<file path="src/pkg/fdoc_defs.svh">
// Constants of the four-channel output control: codes, limits and timing
`ifndef FDOC_DEFS_SVH
`define FDOC_DEFS_SVH

// ======================================================================
// Output codes per range (full scale and permitted set value window)
`define FDOC_R15_MIN   16'sh0000
`define FDOC_R15_MAX   16'sh2710
`define FDOC_R15_LO    16'shFE0C
`define FDOC_R15_HI    16'sh2904
`define FDOC_R010_MIN  16'sh0000
`define FDOC_R010_MAX  16'sh4E20
`define FDOC_R010_LO   16'shFC18
`define FDOC_R010_HI   16'sh5208
`define FDOC_RBI_MIN   16'shB1E0
`define FDOC_RBI_MAX   16'sh4E20
`define FDOC_RBI_LO    16'shADF8
`define FDOC_RBI_HI    16'sh5208

// ======================================================================
// Scaling limits
`define FDOC_SCALE_MIN 16'sh8300
`define FDOC_SCALE_MAX 16'sh7D00

// ======================================================================
// Timing: conversion pass is base time plus one step per extra channel
`define FDOC_CLK_MHZ   25
`define FDOC_PASS1_US  20
`define FDOC_STEP_US   5
`define FDOC_PASS1_CYC (`FDOC_PASS1_US * `FDOC_CLK_MHZ)
`define FDOC_STEP_CYC  (`FDOC_STEP_US * `FDOC_CLK_MHZ)
`define FDOC_REFRESH_TIMEOUT_US 10000
`define FDOC_REFRESH_TIMEOUT_CYC (`FDOC_REFRESH_TIMEOUT_US * `FDOC_CLK_MHZ)

// ======================================================================
// Reset values of the configuration
`define FDOC_RST_CHANS 3'h4

`endif

</file>
<file path="src/pkg/fdoc_pkg.sv">
// Types of the four-channel output control
package fdoc_pkg;

   // Output range selection per channel
   typedef enum logic [1:0] {
      FDOC_RANGE_1_5V   = 2'b00,
      FDOC_RANGE_0_10V  = 2'b01,
      FDOC_RANGE_PM10V  = 2'b10,
      FDOC_RANGE_BAD    = 2'b11
   } fdoc_range_e;

   // Fallback behaviour on stop or error
   typedef enum logic [1:0] {
      FDOC_FB_ZERO = 2'b00,
      FDOC_FB_HOLD = 2'b01,
      FDOC_FB_MAX  = 2'b10,
      FDOC_FB_BAD  = 2'b11
   } fdoc_fallback_e;

   // Conversion sequencer states
   typedef enum logic [0:0] {
      FDOC_SEQ_IDLE = 1'b0,
      FDOC_SEQ_RUN  = 1'b1
   } fdoc_seq_e;

endpackage

</file>
<file path="src/rtl/fdoc_scaler.sv">
// Scaling and range check of one set value into an output code
`timescale 1ns/10ps
`include "fdoc_defs.svh"

module fdoc_scaler
(
   input  wire logic signed [15:0] set_value_i,
   input  wire logic        [1:0]  range_i,
   input  wire logic               scale_en_i,
   input  wire logic signed [15:0] scale_lower_i,
   input  wire logic signed [15:0] scale_upper_i,
   output logic signed      [15:0] code_o,
   output logic signed      [15:0] full_min_o,
   output logic signed      [15:0] full_max_o,
   output logic                    out_of_range_o
);

   logic signed [35:0] min_w;
   logic signed [35:0] max_w;
   logic signed [35:0] lo_w;
   logic signed [35:0] hi_w;
   logic signed [35:0] prod_w;
   logic signed [35:0] den_w;
   logic signed [35:0] res_w;

   // ======================================================================
   // Range table lookup
   always_comb
   begin
      case (fdoc_pkg::fdoc_range_e'(range_i))
         fdoc_pkg::FDOC_RANGE_1_5V:
         begin
            full_min_o = `FDOC_R15_MIN;
            full_max_o = `FDOC_R15_MAX;
            lo_w       = 36'(`FDOC_R15_LO);
            hi_w       = 36'(`FDOC_R15_HI);
         end
         fdoc_pkg::FDOC_RANGE_0_10V:
         begin
            full_min_o = `FDOC_R010_MIN;
            full_max_o = `FDOC_R010_MAX;
            lo_w       = 36'(`FDOC_R010_LO);
            hi_w       = 36'(`FDOC_R010_HI);
         end
         default:
         begin
            full_min_o = `FDOC_RBI_MIN;
            full_max_o = `FDOC_RBI_MAX;
            lo_w       = 36'(`FDOC_RBI_LO);
            hi_w       = 36'(`FDOC_RBI_HI);
         end
      endcase
   end

   // ======================================================================
   // Linear map of lower..upper onto the full scale, then window check
   always_comb
   begin
      min_w  = 36'(full_min_o);
      max_w  = 36'(full_max_o);
      den_w  = 36'(scale_upper_i) - 36'(scale_lower_i);
      prod_w = (36'(set_value_i) - 36'(scale_lower_i)) * (max_w - min_w);
      if (!scale_en_i)
         res_w = 36'(set_value_i);
      else if (den_w == 36'sh0)                       // Invalid limits, caught as config error
         res_w = min_w;
      else
         res_w = min_w + prod_w / den_w;
      out_of_range_o = (res_w < lo_w) || (res_w > hi_w);
      code_o         = res_w[15:0];
   end

endmodule

</file>
<file path="src/rtl/fdoc_top.sv">
// Four-channel analog output control: refresh latch, sequencer, fallback, indicators
`timescale 1ns/10ps
`include "fdoc_defs.svh"

module fdoc_top
#(
   parameter int REFRESH_TIMEOUT_CYC = `FDOC_REFRESH_TIMEOUT_CYC
)
(
   input  wire logic        mclk_i,
   input  wire logic        reset_i,
   input  wire logic        refresh_i,
   input  wire logic [15:0] set_value0_i,
   input  wire logic [15:0] set_value1_i,
   input  wire logic [15:0] set_value2_i,
   input  wire logic [15:0] set_value3_i,
   input  wire logic [3:0]  conv_permit_i,
   input  wire logic        run_mode_i,
   input  wire logic        major_fault_i,
   input  wire logic        link_error_i,
   input  wire logic        cfg_load_i,
   input  wire logic [2:0]  channels_in_use_setting_i,
   input  wire logic [7:0]  channel_range_setting_i,
   input  wire logic [1:0]  fallback_mode_i,
   input  wire logic        scale_en_i,
   input  wire logic [15:0] scale_lower_i,
   input  wire logic [15:0] scale_upper_i,
   output logic      [15:0] dac_code0_o,
   output logic      [15:0] dac_code1_o,
   output logic      [15:0] dac_code2_o,
   output logic      [15:0] dac_code3_o,
   output logic      [3:0]  dac_load_o,
   output logic      [3:0]  setting_error_o,
   output logic      [3:0]  permit_o,
   output logic             pass_done_o,
   output logic             run_indicator_o,
   output logic             module_error_indicator_o,
   output logic             host_error_indicator_o
);

   localparam logic [9:0] PASS1_CYC = 10'(`FDOC_PASS1_CYC);
   localparam logic [9:0] STEP_CYC  = 10'(`FDOC_STEP_CYC);

   // ======================================================================
   // Elaboration checks
   if (REFRESH_TIMEOUT_CYC < 1 || REFRESH_TIMEOUT_CYC > 1048575)
   begin : g_bad_timeout
      $error("REFRESH_TIMEOUT_CYC must lie in 1..1048575");
   end

   // Configuration state
   logic        [2:0]  chans_q,  chans_d;
   logic        [7:0]  range_q,  range_d;
   logic        [1:0]  fb_q,     fb_d;
   logic               sc_en_q,  sc_en_d;
   logic signed [15:0] sc_lo_q,  sc_lo_d;
   logic signed [15:0] sc_hi_q,  sc_hi_d;
   logic               loaded_q, loaded_d;
   logic               cfg_ok_w;

   // Host exchange state
   logic signed [15:0] setv_q [4], setv_d [4];
   logic        [3:0]  permit_q,  permit_d;
   logic               run_mode_q, run_mode_d;
   logic        [19:0] idle_q,    idle_d;
   logic               run_q,     run_d;
   logic               merr_q,    merr_d;
   logic               herr_q,    herr_d;

   // Sequencer and output state
   fdoc_pkg::fdoc_seq_e seq_q, seq_d;
   logic        [9:0]  pcnt_q,  pcnt_d;
   logic        [2:0]  ch_q,    ch_d;
   logic signed [15:0] code_q [4], code_d [4];
   logic        [3:0]  load_q,  load_d;
   logic        [3:0]  err_q,   err_d;
   logic               done_q,  done_d;

   // Scaler interface
   logic signed [15:0] sv_w;
   logic        [1:0]  rng_w;
   logic signed [15:0] sc_code_w, fmin_w, fmax_w;
   logic               oor_w;
   logic        [9:0]  pass_len_w, slot_w;

   // ======================================================================
   // Configuration: validity of the captured settings
   always_comb
   begin
      cfg_ok_w = (chans_q != 3'h0) && (chans_q <= 3'h4);
      for (int i = 0; i < 4; i++)
      begin
         if ((3'(i) < chans_q) && (range_q[2*i +: 2] == 2'b11))
            cfg_ok_w = 1'b0;
      end
      if (fb_q == 2'b11)
         cfg_ok_w = 1'b0;
      if (sc_en_q && ((sc_lo_q == sc_hi_q) ||
                      (sc_lo_q < `FDOC_SCALE_MIN) || (sc_lo_q > `FDOC_SCALE_MAX) ||
                      (sc_hi_q < `FDOC_SCALE_MIN) || (sc_hi_q > `FDOC_SCALE_MAX)))
         cfg_ok_w = 1'b0;
   end

   // Configuration capture only on load strobe
   always_comb
   begin
      chans_d  = chans_q;
      range_d  = range_q;
      fb_d     = fb_q;
      sc_en_d  = sc_en_q;
      sc_lo_d  = sc_lo_q;
      sc_hi_d  = sc_hi_q;
      loaded_d = loaded_q;
      if (cfg_load_i)
      begin
         chans_d  = channels_in_use_setting_i;
         range_d  = channel_range_setting_i;
         fb_d     = fallback_mode_i;
         sc_en_d  = scale_en_i;
         sc_lo_d  = scale_lower_i;
         sc_hi_d  = scale_upper_i;
         loaded_d = 1'b1;
      end
   end

   // Configuration registers
   always_ff @(posedge mclk_i)
   begin
      if (reset_i)
      begin
         chans_q  <= `FDOC_RST_CHANS;
         range_q  <= 8'h00;
         fb_q     <= 2'h0;
         sc_en_q  <= 1'b0;
         sc_lo_q  <= 16'sh0000;
         sc_hi_q  <= 16'sh0000;
         loaded_q <= 1'b0;
      end
      else
      begin
         chans_q  <= chans_d;
         range_q  <= range_d;
         fb_q     <= fb_d;
         sc_en_q  <= sc_en_d;
         sc_lo_q  <= sc_lo_d;
         sc_hi_q  <= sc_hi_d;
         loaded_q <= loaded_d;
      end
   end

   // ======================================================================
   // Host exchange: refresh latch, permit flags, indicators
   always_comb
   begin
      setv_d     = setv_q;
      permit_d   = permit_q;
      run_mode_d = run_mode_i;
      idle_d     = idle_q;
      if (run_mode_q && !run_mode_i)
         permit_d = 4'h0;
      if (refresh_i)                                   // Refresh wins over the clear
      begin
         setv_d[0] = set_value0_i;
         setv_d[1] = set_value1_i;
         setv_d[2] = set_value2_i;
         setv_d[3] = set_value3_i;
         permit_d  = conv_permit_i;
         idle_d    = 20'h00000;
      end
      else if (idle_q < 20'(REFRESH_TIMEOUT_CYC))
         idle_d = idle_q + 20'h00001;
      run_d  = loaded_q && cfg_ok_w && (idle_q < 20'(REFRESH_TIMEOUT_CYC));
      merr_d = loaded_q && !cfg_ok_w;
      herr_d = link_error_i;
   end

   // Host exchange registers
   always_ff @(posedge mclk_i)
   begin
      if (reset_i)
      begin
         for (int i = 0; i < 4; i++)
            setv_q[i] <= 16'sh0000;
         permit_q   <= 4'h0;
         run_mode_q <= 1'b0;
         idle_q     <= 20'hFFFFF;
         run_q      <= 1'b0;
         merr_q     <= 1'b0;
         herr_q     <= 1'b0;
      end
      else
      begin
         setv_q     <= setv_d;
         permit_q   <= permit_d;
         run_mode_q <= run_mode_d;
         idle_q     <= idle_d;
         run_q      <= run_d;
         merr_q     <= merr_d;
         herr_q     <= herr_d;
      end
   end

   // ======================================================================
   // Scaler for the channel in its conversion slot
   assign sv_w       = setv_q[ch_q[1:0]];
   assign rng_w      = range_q[2*ch_q[1:0] +: 2];
   assign pass_len_w = PASS1_CYC + 10'(STEP_CYC * 10'(chans_q - 3'h1));
   assign slot_w     = 10'(STEP_CYC * 10'(ch_q));

   fdoc_scaler u_scaler
   (
      .set_value_i    (sv_w),
      .range_i        (rng_w),
      .scale_en_i     (sc_en_q),
      .scale_lower_i  (sc_lo_q),
      .scale_upper_i  (sc_hi_q),
      .code_o         (sc_code_w),
      .full_min_o     (fmin_w),
      .full_max_o     (fmax_w),
      .out_of_range_o (oor_w)
   );

   // ======================================================================
   // Sequencer: one slot per used channel, pass ends at its fixed length
   always_comb
   begin
      seq_d  = seq_q;
      pcnt_d = pcnt_q;
      ch_d   = ch_q;
      code_d = code_q;
      load_d = 4'h0;
      err_d  = err_q;
      done_d = 1'b0;
      case (seq_q)
         fdoc_pkg::FDOC_SEQ_IDLE:
         begin
            pcnt_d = 10'h000;
            ch_d   = 3'h0;
            if (loaded_q && cfg_ok_w)
               seq_d = fdoc_pkg::FDOC_SEQ_RUN;
         end
         fdoc_pkg::FDOC_SEQ_RUN:
         begin
            if (!(loaded_q && cfg_ok_w))
               seq_d = fdoc_pkg::FDOC_SEQ_IDLE;
            else
            begin
               if ((ch_q < chans_q) && (pcnt_q == slot_w))
               begin
                  err_d[ch_q[1:0]]  = oor_w;
                  load_d[ch_q[1:0]] = 1'b1;
                  if (!permit_q[ch_q[1:0]] || major_fault_i || oor_w)
                  begin
                     case (fdoc_pkg::fdoc_fallback_e'(fb_q))
                        fdoc_pkg::FDOC_FB_ZERO: code_d[ch_q[1:0]] = fmin_w;
                        fdoc_pkg::FDOC_FB_MAX:  code_d[ch_q[1:0]] = fmax_w;
                        default:                load_d[ch_q[1:0]] = 1'b0; // Hold: keep code
                     endcase
                  end
                  else
                     code_d[ch_q[1:0]] = sc_code_w;
                  ch_d = ch_q + 3'h1;
               end
               if (pcnt_q >= pass_len_w - 10'h001)
               begin
                  pcnt_d = 10'h000;
                  ch_d   = 3'h0;
                  done_d = 1'b1;
               end
               else
                  pcnt_d = pcnt_q + 10'h001;
            end
         end
         default:
         begin
            seq_d = fdoc_pkg::FDOC_SEQ_IDLE;
         end
      endcase
   end

   // Sequencer and output registers
   always_ff @(posedge mclk_i)
   begin
      if (reset_i)
      begin
         seq_q  <= fdoc_pkg::FDOC_SEQ_IDLE;
         pcnt_q <= 10'h000;
         ch_q   <= 3'h0;
         for (int i = 0; i < 4; i++)
            code_q[i] <= 16'sh0000;
         load_q <= 4'h0;
         err_q  <= 4'h0;
         done_q <= 1'b0;
      end
      else
      begin
         seq_q  <= seq_d;
         pcnt_q <= pcnt_d;
         ch_q   <= ch_d;
         code_q <= code_d;
         load_q <= load_d;
         err_q  <= err_d;
         done_q <= done_d;
      end
   end

   // ======================================================================
   // Outputs straight from registers
   assign dac_code0_o              = code_q[0];
   assign dac_code1_o              = code_q[1];
   assign dac_code2_o              = code_q[2];
   assign dac_code3_o              = code_q[3];
   assign dac_load_o               = load_q;
   assign setting_error_o          = err_q;
   assign permit_o                 = permit_q;
   assign pass_done_o              = done_q;
   assign run_indicator_o          = run_q;
   assign module_error_indicator_o = merr_q;
   assign host_error_indicator_o   = herr_q;

endmodule

</file>
<file path="config.mk">
export PLATFORM = sky130hd
export DESIGN_NAME = fdoc_top
export DESIGN_NICKNAME = d
export VERILOG_FILES = /design/src/pkg/fdoc_pkg.sv /design/src/rtl/fdoc_scaler.sv /design/src/rtl/fdoc_top.sv
export VERILOG_INCLUDE_DIRS = /design/src /design/src/pkg
export SDC_FILE = /design/constraint.sdc
export NUM_CORES = 2
export LEC_CHECK = 0
export CORE_UTILIZATION = 48
export CTS_BUF_LIST = sky130_fd_sc_hd__clkbuf_4 sky130_fd_sc_hd__clkbuf_8 sky130_fd_sc_hd__clkbuf_16
export CTS_CLUSTER_DIAMETER = 100
export CTS_CLUSTER_SIZE = 8
export DETAILED_ROUTE_END_ITERATION = 12
export DONT_BUFFER_PORTS = 1
export HOLD_SLACK_MARGIN = 0.05
export PLACE_DENSITY = 0.65
export SLEW_MARGIN = 10
export SYNTH_ARGS = -nofsm -noshare
export SYNTH_HDL_FRONTEND = slang
export SYNTH_SLANG_ARGS = --single-unit
</file>
<file path="constraint.sdc">
create_clock -name mclk_i -period 96.5 [get_ports mclk_i]
set_input_delay 14.475 -clock mclk_i [delete_from_list [all_inputs] [get_ports mclk_i]]
set_output_delay 14.475 -clock mclk_i [all_outputs]
set_load 0.1 [all_outputs]
</file>
==> metrics.md <==
| Metric | Value |
|---|---|
| Run status | `finished, violations left` |
| Failing checks | `capacitance limit, slew limit` |
| Slowest CP cell | `or4b_4` |
| Vias/cell | `6.18` |
| Layout net count | `10.1k` |
| Initial antenna violation count | `5` |
| WP data arrival | `93.64 ns` |
| Max-slew violation count | `5` |
| Largest net degree at the start of global routing | `172` |
| Worst slew pin tran | `1.52 ns` |
| WP data required | `96.91 ns` |
| Area fraction of the dominant cell type after synthesis | `17.9%` |
| Worst Path Max Fanout | `14` |
| Util after Layout | `59.0%` |
| Syn Area/Cell | `7.38 µm²` |
| Final Skew | `0.0285 ns` |
| Slowest stage delay, CP | `0.59 ns` |
| Max_cap viols | `1` |
| Via count | `65.4k` |
| Drt pass-1 iters | `6` |
| Detailed Route WL | `240000 µm` |
| M3 GR Usage | `4.51%` |
| Ports | `201` |
| Fillers | `11.7k` |
| Area growth, synth to finish | `21.4%` |
| Cell count after synthesis | `8167` |
| Row count | `129` |
| Cell taking the most area after synthesis | `ha_1` |
| Die width | `356 µm` |
| Initial detailed-routing violation count | `5743` |
| DIE AREA | `127000 µm²` |
| Commonest non-fill, non-tap cell in the layout | `ha_1` |
| Die Y | `356 µm` |
| Cell area after synthesis | `60300 µm²` |
| Final period util | `96.6%` |
| Clock sinks | `226` |
| DP HPWL | `193000 µm` |
| Register area share after synthesis | `7.50%` |
| Finished Cell Area | `73200 µm²` |
| Ys async rst share | `0%` |
| DRC | `0` |
| Post-synth EDFFs | `0` |
| Synth area leaders | `ha_1, dfxtp_1, fa_1` |
| Ys flop type | `dfxtp_1` |
| Clock Latency Late Sink | `0.52 ns` |
| Multi-input gate area | `57400 µm²` |
| H-tree depth | `2` |
| Most frequent CP cell | `o21a_1` |
| CTS hold repair buffers | `0` |
| Starting Density | `48.6%` |
| IO buf count | `0` |
| Clk pin slew, worst setup/hold paths | `0.05 ns` |
| Antenna-violating nets left | `0` |
| Max_slew headroom | `-2.84%` |
| Netlist cell types | `117` |
| CP startpoint kind | `register` |
| Vias in the first global route | `61.2k` |
| Fin Hold WS | `0.453 ns` |
| Post-Place Cell Area | `67000 µm²` |
| Synth warn | `0` |
| WL/cell | `22.7 µm` |
| Critical path endpoint category | `register` |
| Core area | `124000 µm²` |
| CTS tree | `yes` |
| Yosys reg bits | `226` |
| Peak Freq | `10.7 MHz` |
| Fin crit period | `93.23 ns` |
| GP Congestion | `1.03` |
| Layout cell share with drive strength beyond 1 | `18.7%` |
| First-pass GRT wire length | `356000 µm` |
| M1 GR Usage | `46.8%` |
| Worst Path Class, Setup | `reg2reg` |
| Busiest grt layer | `met2` |
| Clk buf depth | `3` |
| Setup TNS | `0 ns` |
| Hold WC Path Type | `reg2reg` |
| CTS Root Cell | `clkbuf_16` |
| Storage cell area | `4530 µm²` |
| Final setup viols | `0` |
| GR Overflow Total | `0` |
| Most frequent cells in the layout | `ha_1, nor2_1, buf_4` |
| Gr usage total | `35.5%` |
| Met2 Use GR | `59.4%` |
| Hold Vio Cnt, Final | `0` |
| CTS buffer count | `34` |
-- sequential cells by signal, summed over array words and instances (netlist names), 8 cells and up --
name and cells:
idle_q 20, dac_code0_o 16, setv_q 64, pcnt_q 10, dac_code2_o 16, dac_code1_o 16
dac_code3_o 16, range_q 8, sc_lo_q 16, sc_hi_q 16
-- final timing paths --
check | cells after the start | slack (ns) | startpoint | endpoint
worst max register to register | 460 | 3.27 | ch_q[1]$_SDFFE_PP0P_ | dac_code1_o[0]$_SDFFE_PP0P_
worst min register to register | 1 | 0.45 | idle_q[19]$_SDFFE_PP1P_ | idle_q[19]$_SDFFE_PP1P_
worst min-delay path | 1 | 0.45 | idle_q[19]$_SDFFE_PP1P_ | idle_q[19]$_SDFFE_PP1P_
worst max-delay path | 460 | 3.27 | ch_q[1]$_SDFFE_PP0P_ | dac_code1_o[0]$_SDFFE_PP0P_
-- layout make-up --
| type | instances | share of cell area [%] |
|---|---|---|
| inverter | 569 | 2.92 |
| timing repair buffer | 768 | 8.44 |
| antenna | 2 | 0.00684 |
| tap | 1637 | 2.80 |
| multi-input combinational | 7333 | 78.4 |
| sequential | 226 | 6.19 |
| clock buffer | 36 | 1.22 |
| clock inverter | 3 | 0.0803 |
-- routing by layer --
metal  vias up  wire length, µm  share of wire [%]
met5         -                0                  0
met3       472            17400                7.2
met2      2506           112000                 47
met1     31348           103000                 43
met4         0             7990                3.3
li1      31073                -                  -
-- synthesized netlist by cell type (101+ instances only) --
master    count
a21o_1      282
a21oi_1     594
a31oi_1     106
clkbuf_1    208
dfxtp_1     226
fa_1        224
ha_1        863
inv_1       567
mux2i_1     144
nand2_1     717
nand3_1     201
nand4_1     104
nor2_1      831
nor2b_1     101
nor3_1      253
o21a_1      226
o21ai_0     446
xnor2_1     354
xor2_1      215
-- critical path: cells and delay by family, from the launching register on --
kind            cells  cell delay [ns]
mux                14             4.61
fa+ha+maj          47            14.53
compound gates    251            48.32
xor+xnor            6             0.89
simple gates      103            18.44
flops               1             0.38
buf+inv            39             5.84
-- cells by family (layout without fill, tap and decap cells) --
logic type                 after synthesis  after routing  share of synthesized area [%]
muxes                                  264            264                           4.99
AOI/OAI and AO/OA                     2404           2406                           26.5
adders and majority gates             1087           1087                           25.3
other                                    2            227                         0.0125
buffers and inverters                  835           1376                           5.31
xor gates and xnor gates               570            570                           8.29
and+or+nand+nor                       2779           2781                           22.1
DFF                                    226            226                           7.50
-- through the flow --
stage	std cells	setup slack (ns)
6_report	10574	3.27
4_1_cts	10402	0.0417
2_1_floorplan	8390	0.0209
3_3_place_gp	10331	-3.54
3_5_place_dp	10331	-5.09
5_1_grt	10572	-0.924
-- timing repair --
| action | 4_1_cts | 5_1_grt |
|---|---|---|
| endpoints found under the setup margin | 72 | 72 |
| gates resized for setup | 153 | 671 |
| buffers inserted | 30 | 164 |
| pin swaps | 25 | 247 |
| cloned | 2 | 6 |
Power is left out: the tool's default activity adds up to more than one toggle a clock period on the data nets, which glitch-free logic cannot reach.
